## src/adcc_pkg.sv

```systemverilog
package adcc_pkg;

  // ****************************************
  // Register map, byte addresses
  // ****************************************
  localparam logic [3:0] OFS_CTRL_A = 4'h0;
  localparam logic [3:0] OFS_CTRL_B = 4'h4;
  localparam logic [3:0] OFS_RES_HI = 4'h8;
  localparam logic [3:0] OFS_RES_LO = 4'hC;

  // ****************************************
  // Field positions
  // ****************************************
  localparam int CA_ON_BIT = 0;
  localparam int CA_GO_BIT = 1;
  localparam int CA_CHS_LSB = 2;
  localparam int CB_JUST_BIT = 7;
  localparam int CB_CS_LSB = 4;
  localparam int CB_NREF_BIT = 2;
  localparam int CB_PREF_LSB = 0;

  // ****************************************
  // Reset values and masks
  // ****************************************
  localparam logic [7:0] CTRL_A_RESET = 8'h00;
  localparam logic [7:0] CTRL_B_RESET = 8'h00;
  localparam logic [7:0] CTRL_A_MASK = 8'h7F;
  localparam logic [7:0] CTRL_B_MASK = 8'hF7;

  // ****************************************
  // Clock selects and timing
  // ****************************************
  localparam int RES_BITS = 10;
  localparam logic [2:0] CS_RC_A = 3'h3;
  localparam logic [2:0] CS_RC_B = 3'h7;
  localparam int FOSC_PER_INSTR = 4;
  localparam logic [2:0] INSTR_DELAY_CYC = 3'(FOSC_PER_INSTR - 1);

  typedef enum logic [1:0] {ST_IDLE, ST_DELAY, ST_CONVERT} adcc_state_t;

  function automatic logic [6:0] div_for(input logic [2:0] sel);
    case (sel)
      3'h0: div_for = 7'h02;
      3'h1: div_for = 7'h08;
      3'h2: div_for = 7'h20;
      3'h4: div_for = 7'h04;
      3'h5: div_for = 7'h10;
      3'h6: div_for = 7'h40;
      default: div_for = 7'h01;
    endcase
  endfunction : div_for

  function automatic logic is_rc(input logic [2:0] sel);
    is_rc = (sel == CS_RC_A) || (sel == CS_RC_B);
  endfunction : is_rc

endpackage : adcc_pkg

```

## src/adcc_clk_div.sv

```systemverilog
module adcc_clk_div
  import adcc_pkg::*;
(
  input wire logic refClk, // System clock
  input wire logic rst_n, // Sync reset
  input wire logic run, // Divider enabled
  input wire logic [2:0] clkSel, // Conversion clock select
  input wire logic rcEdge, // Synced RC clock edge
  output logic tadTick // One conversion clock period
);

  logic [6:0] count_reg;
  logic [6:0] divisor;

  assign divisor = div_for(clkSel);

  always_ff @(posedge refClk) begin
    if (!rst_n || !run) begin
      count_reg <= 7'h00;
      tadTick <= 1'b0;
    end else if (is_rc(clkSel)) begin
      count_reg <= 7'h00;
      tadTick <= rcEdge;
    end else if (count_reg == divisor - 7'h01) begin
      count_reg <= 7'h00;
      tadTick <= 1'b1;
    end else begin
      count_reg <= count_reg + 7'h01;
      tadTick <= 1'b0;
    end
  end

endmodule : adcc_clk_div

```

## src/adcc_result_fmt.sv

```systemverilog
module adcc_result_fmt
  import adcc_pkg::*;
(
  input wire logic [9:0] convValue, // Ten-bit result
  input wire logic justRight, // Justify select
  output logic [7:0] hiByte, // Formatted high byte
  output logic [7:0] loByte // Formatted low byte
);

  always_comb begin
    if (justRight) begin
      hiByte = {6'h00, convValue[9:8]};
      loByte = convValue[7:0];
    end else begin
      hiByte = convValue[9:2];
      loByte = {convValue[1:0], 6'h00};
    end
  end

endmodule : adcc_result_fmt

```

## src/adcc_top.sv

```systemverilog
// The address map and the Avalon-MM register port were decided locally.
module adcc_top
  import adcc_pkg::*;
(
  input wire logic ref_clk, // System clock, 10 MHz
  input wire logic rst_n, // Sync reset, active low
  input wire logic [3:0] address, // Avalon byte address
  input wire logic [3:0] byteenable, // Avalon byte enables
  input wire logic read, // Avalon read
  input wire logic write, // Avalon write
  input wire logic [31:0] writedata, // Avalon write data
  output logic [31:0] readdata, // Avalon read data
  output logic waitrequest, // Avalon wait
  input wire logic compIn, // Comparator pin, async
  input wire logic rcClkIn, // Dedicated RC clock pin, async
  output logic [9:0] dacTrial, // SAR trial code
  output logic sampleEnable, // Hold cap tracking input
  output logic convOn, // Converter powered
  output logic [4:0] chanSel, // Input channel select
  output logic negRefExt, // Low ref to external pin
  output logic [1:0] posRefSel, // High ref source
  output logic rcClkSelected, // RC clock in use
  output logic doneFlagSet // Pulse: conversion done
);

  // ****************************************
  // Register state
  // ****************************************
  logic [7:0] ctrlA_reg;
  logic [7:0] ctrlB_reg;
  logic [7:0] resHi_reg;
  logic [7:0] resLo_reg;
  adcc_state_t state_reg;
  logic [2:0] delay_reg;
  logic [3:0] bitIdx_reg;
  logic [9:0] sar_reg;
  logic trialPhase_reg;
  logic anyDecided_reg;
  logic lastBit_reg;
  logic rcSel_reg;

  // ****************************************
  // Pin synchronisers
  // ****************************************
  logic compMeta_reg;
  logic compSync_reg;
  logic rcMeta_reg;
  logic rcSync_reg;
  logic rcPrev_reg;
  logic rcEdge;

  always_ff @(posedge ref_clk) begin
    if (!rst_n) begin
      compMeta_reg <= 1'b0;
      compSync_reg <= 1'b0;
    end else begin
      compMeta_reg <= compIn;
      compSync_reg <= compMeta_reg;
    end
  end

  always_ff @(posedge ref_clk) begin
    if (!rst_n) begin
      rcMeta_reg <= 1'b0;
      rcSync_reg <= 1'b0;
      rcPrev_reg <= 1'b0;
    end else begin
      rcMeta_reg <= rcClkIn;
      rcSync_reg <= rcMeta_reg;
      rcPrev_reg <= rcSync_reg;
    end
  end

  assign rcEdge = rcSync_reg && !rcPrev_reg;

  // ****************************************
  // Avalon slave
  // ****************************************
  // One wait cycle: readdata registered, write lands on the release edge
  logic busReq;
  logic busAccept;
  logic wrLane;
  logic [7:0] rdValue;

  assign busReq = read || write;
  assign busAccept = busReq && !waitrequest;
  assign wrLane = write && busAccept && byteenable[0];

  always_ff @(posedge ref_clk) begin
    if (!rst_n) begin
      waitrequest <= 1'b1;
    end else if (busReq && waitrequest) begin
      waitrequest <= 1'b0;
    end else begin
      waitrequest <= 1'b1;
    end
  end

  always_comb begin
    case (address)
      OFS_CTRL_A: rdValue = ctrlA_reg & CTRL_A_MASK;
      OFS_CTRL_B: rdValue = ctrlB_reg & CTRL_B_MASK;
      OFS_RES_HI: rdValue = resHi_reg;
      OFS_RES_LO: rdValue = resLo_reg;
      default: rdValue = 8'h00;
    endcase
  end

  always_ff @(posedge ref_clk) begin
    if (!rst_n) begin
      readdata <= 32'h0000_0000;
    end else if (read && waitrequest) begin
      readdata <= {24'h00_0000, rdValue};
    end
  end

  // ****************************************
  // Write decode
  // ****************************************
  logic wrCtrlA;
  logic wrCtrlB;
  logic wrResHi;
  logic wrResLo;
  logic goWritten;
  logic onWritten;

  assign wrCtrlA = wrLane && (address == OFS_CTRL_A);
  assign wrCtrlB = wrLane && (address == OFS_CTRL_B);
  assign wrResHi = wrLane && (address == OFS_RES_HI);
  assign wrResLo = wrLane && (address == OFS_RES_LO);
  assign goWritten = writedata[CA_GO_BIT];
  assign onWritten = writedata[CA_ON_BIT];

  // ****************************************
  // Conversion sequencing
  // ****************************************
  logic startReq;
  logic abortReq;
  logic runDiv;
  logic tadTick;
  logic finishNow;
  logic [9:0] partialValue;
  logic [9:0] loadValue;
  logic loadResult;
  logic [7:0] fmtHi;
  logic [7:0] fmtLo;

  // Go set with on set while idle starts; go cleared mid-conversion aborts
  assign startReq = wrCtrlA && goWritten && onWritten && (state_reg == ST_IDLE);
  assign abortReq = wrCtrlA && !goWritten && (state_reg != ST_IDLE);
  assign runDiv = (state_reg == ST_CONVERT);
  assign finishNow = (state_reg == ST_CONVERT) && tadTick && trialPhase_reg
                     && (bitIdx_reg == 4'h0);

  // Unconverted bits copy the last decided one; nothing decided gives zero
  function automatic logic [9:0] fill_partial(input logic [9:0] sar,
                                             input logic [3:0] idx,
                                             input logic fill);
    logic [9:0] v;
    v = sar;
    for (int i = 0; i < RES_BITS; i++) begin
      if (i <= int'(idx)) begin
        v[i] = fill;
      end
    end
    fill_partial = v;
  endfunction : fill_partial

  assign partialValue = fill_partial(sar_reg, bitIdx_reg,
                                     anyDecided_reg && lastBit_reg);
  assign loadValue = finishNow ? {sar_reg[9:1], compSync_reg} : partialValue;
  assign loadResult = finishNow || abortReq;

  always_ff @(posedge ref_clk) begin
    if (!rst_n) begin
      state_reg <= ST_IDLE;
      delay_reg <= 3'h0;
    end else begin
      case (state_reg)
        ST_IDLE: begin
          if (startReq && is_rc(ctrlB_reg[CB_CS_LSB +: 3])) begin
            state_reg <= ST_DELAY;
            delay_reg <= INSTR_DELAY_CYC;
          end else if (startReq) begin
            state_reg <= ST_CONVERT;
          end
        end
        ST_DELAY: begin
          if (abortReq) begin
            state_reg <= ST_IDLE;
          end else if (delay_reg == 3'h0) begin
            state_reg <= ST_CONVERT;
          end else begin
            delay_reg <= delay_reg - 3'h1;
          end
        end
        ST_CONVERT: begin
          if (finishNow || abortReq) begin
            state_reg <= ST_IDLE;
          end
        end
        default: state_reg <= ST_IDLE;
      endcase
    end
  end

  // ****************************************
  // Successive approximation
  // ****************************************
  // Trial bit goes out on one tick, comparator is judged on the next
  always_ff @(posedge ref_clk) begin
    if (!rst_n) begin
      sar_reg <= 10'h000;
      bitIdx_reg <= 4'h9;
      trialPhase_reg <= 1'b0;
      anyDecided_reg <= 1'b0;
      lastBit_reg <= 1'b0;
    end else if (startReq) begin
      sar_reg <= 10'h000;
      bitIdx_reg <= 4'h9;
      trialPhase_reg <= 1'b0;
      anyDecided_reg <= 1'b0;
      lastBit_reg <= 1'b0;
    end else if ((state_reg == ST_CONVERT) && tadTick && !abortReq) begin
      if (!trialPhase_reg) begin
        sar_reg[bitIdx_reg] <= 1'b1;
        trialPhase_reg <= 1'b1;
      end else begin
        sar_reg[bitIdx_reg] <= compSync_reg;
        lastBit_reg <= compSync_reg;
        anyDecided_reg <= 1'b1;
        trialPhase_reg <= 1'b0;
        if (bitIdx_reg != 4'h0) begin
          bitIdx_reg <= bitIdx_reg - 4'h1;
        end
      end
    end
  end

  adcc_clk_div u_clk_div (
    .refClk(ref_clk),
    .rst_n(rst_n),
    .run(runDiv),
    .clkSel(ctrlB_reg[CB_CS_LSB +: 3]),
    .rcEdge(rcEdge),
    .tadTick(tadTick)
  );

  // ****************************************
  // Control registers
  // ****************************************
  always_ff @(posedge ref_clk) begin
    if (!rst_n) begin
      ctrlB_reg <= CTRL_B_RESET;
      rcSel_reg <= 1'b0;
    end else if (wrCtrlB) begin
      ctrlB_reg <= writedata[7:0] & CTRL_B_MASK;
      // Decoded at the write so the pin comes from a flop
      rcSel_reg <= is_rc(writedata[CB_CS_LSB +: 3]);
    end
  end

  // Hardware clearing go wins over a software write in the same cycle
  always_ff @(posedge ref_clk) begin
    if (!rst_n) begin
      ctrlA_reg <= CTRL_A_RESET;
    end else if (loadResult) begin
      ctrlA_reg[CA_GO_BIT] <= 1'b0;
      if (wrCtrlA) begin
        ctrlA_reg[CA_ON_BIT] <= onWritten;
        ctrlA_reg[CA_CHS_LSB +: 5] <= writedata[CA_CHS_LSB +: 5];
      end
    end else if (wrCtrlA) begin
      ctrlA_reg[CA_ON_BIT] <= onWritten;
      ctrlA_reg[CA_CHS_LSB +: 5] <= writedata[CA_CHS_LSB +: 5];
      if (state_reg == ST_IDLE) begin
        ctrlA_reg[CA_GO_BIT] <= startReq;
      end
    end
  end

  // ****************************************
  // Result bytes
  // ****************************************
  // Not reset: data survive a reset, as software may still read them
  adcc_result_fmt u_fmt (
    .convValue(loadValue),
    .justRight(ctrlB_reg[CB_JUST_BIT]),
    .hiByte(fmtHi),
    .loByte(fmtLo)
  );

  always_ff @(posedge ref_clk) begin
    if (loadResult) begin
      resHi_reg <= fmtHi;
      resLo_reg <= fmtLo;
    end else begin
      if (wrResHi) begin
        resHi_reg <= writedata[7:0];
      end
      if (wrResLo) begin
        resLo_reg <= writedata[7:0];
      end
    end
  end

  always_ff @(posedge ref_clk) begin
    if (!rst_n) begin
      doneFlagSet <= 1'b0;
    end else begin
      doneFlagSet <= finishNow;
    end
  end

  // ****************************************
  // Analog side drives
  // ****************************************
  always_ff @(posedge ref_clk) begin
    if (!rst_n) begin
      dacTrial <= 10'h000;
      sampleEnable <= 1'b0;
    end else begin
      dacTrial <= sar_reg;
      // Tracking while idle covers the acquisition wait software must allow
      sampleEnable <= ctrlA_reg[CA_ON_BIT] && (state_reg == ST_IDLE);
    end
  end

  assign convOn = ctrlA_reg[CA_ON_BIT];
  assign chanSel = ctrlA_reg[CA_CHS_LSB +: 5];
  assign negRefExt = ctrlB_reg[CB_NREF_BIT];
  assign posRefSel = ctrlB_reg[CB_PREF_LSB +: 2];
  assign rcClkSelected = rcSel_reg;

endmodule : adcc_top

```

## config.mk

```make
export PLATFORM = sky130hd
export DESIGN_NAME = adcc_top
export DESIGN_NICKNAME = d
export VERILOG_FILES = /design/src/adcc_pkg.sv /design/src/adcc_clk_div.sv /design/src/adcc_result_fmt.sv /design/src/adcc_top.sv
export SDC_FILE = /design/constraint.sdc
export NUM_CORES = 1
export LEC_CHECK = 0
export BUFFER_PORTS_ARGS = -buffer_cell sky130_fd_sc_hd__buf_2
export CAP_MARGIN = 20
export CORE_AREA = 2 2 89 91
export DETAILED_ROUTE_END_ITERATION = 10
export DIE_AREA = 0 0 91 93
export PLACE_DENSITY = 0.81
export SLEW_MARGIN = 20
export SYNTH_ARGS = -nofsm -noshare
export SYNTH_HDL_FRONTEND = slang
export SYNTH_SLANG_ARGS = --single-unit
```

## constraint.sdc

```tcl
create_clock -name ref_clk -period 6.18 [get_ports ref_clk]
set_clock_uncertainty 0.1 [all_clocks]
set_input_delay 1.236 -clock ref_clk [delete_from_list [all_inputs] [get_ports ref_clk]]
set_output_delay 1.236 -clock ref_clk [all_outputs]
set_load 0.02 [all_outputs]
```

==> reports/metrics.cfg <==
[global_route]
grt_pass1_wl_mm = 14.2
grt_usage_pct = 21.5
grt_start_max_net_pins = 28
grt_pass1_vias = 3000
grt_antenna_before_repair = 0
grt-ovfl-total = 0

[critical_path]
path_buf_inv = 1
slowest_delay_ps = 530
cp-start-kind = input pin
crit_slowest_cell = nor2_1
critical_path_class = input pin to flip-flop
arrival_ps = 3430
cp_max_fo = 13
end_kind = flip-flop
path_cells = buf_2 -> nor2_1 -> nand3_2 -> o31a_1 -> o21ai_1
path_delay_family = compound AO/OA/AOI/OAI gates
cp.required_ps = 6070

[pwr]
power_frac_comb_pct = 5.6
p_sw_w = 0.000252
leakagePower_nw = 1.80
p_int_w = 0.000740
clkPwrFrac_pct = 35.9
p_seq_share_pct = 58.6
peakVddDrop_uv = 123
power.density_mw_per_mm2 = 223
switching_share_pct = 25.4

[synth]
yosysWarnings = 0
async_reset_ff_share_pct = 0
synth_cells = 427
synth_flop_cell = dfxtp_1
seq_area_frac_synth_pct = 46.1
ys_ff_latch = 87
avgSynthCellArea_sq_um = 9.66
yosys.cell_types.count = 59
synth-edff-count = 16
syn_area_sq_mm = 0.00412

[job]
cap_viol_max_count = 0

[detailed_routing]
drc = 0
firstDrtPassIters = 6
via_per_inst = 5.50
wl_per_cell_um = 15.6
routed-via-count = 3112
dr.first_iter.drc_count = 216
ant_nets = 0
routed_wirelength_mm = 8.81

[floorplan]
die_w_um = 91
start_util_pct = 54.8
io_pins = 101
die_h_um = 93
die-area_sq_mm = 0.00846
core_sq_mm = 0.00753
rows = 32

[clocking]
cts_tree = done
worstSkewPairLatency_ps = 360
post_cts_resized = 0
clk_path_buf_depth = 2
hold_buffers = 0
cts.clk_slew.worst_paths_ps = 90
htree_levels = 3
root_buffer = clkbuf_8
cts_setup_buffers = 0
numCtsBuffers = 9
cts_sinks = 87

[sta]
rsz0062_at_grt = false
timing.slew.headroom_pct = 43.0
final-hold-violation-count = 0
tightest_slew_ps = 854
setup_viol = 0
fin_crit_ps = 3540
period_share_pct = 57.2
fmax_mhz = 283
setup_tns_ps = 0
drv_slew = 0

[placed_design]
portBuffers = 49
place.gp.congestion = 0.912
dp_hpwl_mm = 6.27
dp.cells = 550

[layout]
final_cell_count_no_fill = 566
n_antenna_cell = 0
layout_commonest_cell = dfxtp_1
syn2layout_area_growth_pct = 7.68
nets = 512
drive_above_1_share_pct = 19.0
nFillCells = 693
layout_common_cells = 71 x dfxtp_1, 49 x buf_2, 41 x nor2_1

[worst_hold_path]
min_path_type = flip-flop to flip-flop

[status]
status = complete, no violations

metrics by stage:
step                cell area [sq um]  setup WS [ps]  util (%)  power, W  hold slack [ps]
finish                           4440           2640      59.0  0.000992              339
global placement                 4260           2280      56.6  0.000648              320
floorplan                        4210           2960         -  0.000643              312
global route                     4440           2500      59.0   0.00102              361
detailed placement               4260           2220      56.6  0.000649              322
CTS                              4430           2600      58.9  0.000997              339
final timing paths:
check / slack, ps / to / cells past startpoint / start
setup / recovery: 2640 / resHi_reg[6]$_DFFE_PP_ / 5 / address[3]
hold / removal: 340 / compSync_reg$_SDFF_PN0_ / 1 / compMeta_reg$_SDFF_PN0_
setup reg to reg: 3490 / resHi_reg[6]$_DFFE_PP_ / 6 / bitIdx_reg[0]$_SDFFE_PP1P_
hold reg to reg: 340 / compSync_reg$_SDFF_PN0_ / 1 / compMeta_reg$_SDFF_PN0_
synthesized netlist by cell type, drive strengths merged, types with 2 or more instances:
master,n,area (sq um)
o211ai,2,15.0
a211oi,2,15.0
mux2i,26,260
o31ai,2,20.0
edfxtp,16,480
nand3b,3,22.5
nand2b,8,50.1
ha,7,87.6
nor4,2,12.5
nand2,31,116
o22ai,2,12.5
nand3,20,105
mux4,6,135
a22o,2,17.5
a22oi,8,60.1
and2,19,119
a21oi,21,105
a311oi,2,17.5
or3,2,12.5
dfxtp,71,1420
o21ai,21,109
xnor2,5,43.8
nor3b,2,15.0
clkbuf,16,60.1
inv,9,33.8
nor2b,4,25.0
nor2,41,154
xor2,2,17.5
or3b,2,17.5
mux2,5,56.3
and3,5,31.3
buf,35,259
o32ai,2,25.0
a31o,2,17.5
nor3,8,40.0
power by group through the flow:
stage	registers, W	clock network, W	logic [W]
2_1_floorplan	0.000596	0	0.0000476
3_3_place_gp	0.000594	0	0.0000533
3_5_place_dp	0.000595	0	0.0000544
4_1_cts	0.000581	0.000362	0.0000545
5_1_grt	0.000582	0.000380	0.0000600
6_report	0.000581	0.000356	0.0000551
worst register-to-register path, stage by stage (launching register included):
cell and delay (ps):
dfxtp_1 370, inv_1 130, ha_1 270, nor3b_1 390
nand2_1 230, o31a_1 310, o21ai_1 510
metal layers:
layer / share of wire (%) / global-route usage [%] / up-vias
li1: - / - / 1515
met1: 43 / 25.9 / 1482
met2: 50 / 35.9 / 94
met3: 5.5 / 5.96 / 21
met4: 2.0 / 9.60 / 0
met5: 0 / 0 / -
final cells by class:
type	count	area (sq um)	share of cell area, %
Timing Repair Buffer	49	245	5.52
Clock inverter	7	47.5	1.07
Sequential cell	87	1900	42.8
Inverter	10	37.5	0.846
Multi-Input combinational cell	302	1960	44.1
Clock buffer	9	124	2.79
Tap cell	102	128	2.87
cells by family after synthesis:
logic type	count (synthesis)	share of synthesized area, %
AO/OA/AOI/OAI	72	11.3
XOR/XNOR	7	1.49
adder cells (fa/ha/maj)	7	2.12
buffers and inverters	61	8.65
flip-flops	87	46.1
multiplexers	37	11.0
other	1	0.0910
AND/OR/NAND/NOR	155	19.3
No activity file was read; power rests on OpenSTA's default activity.
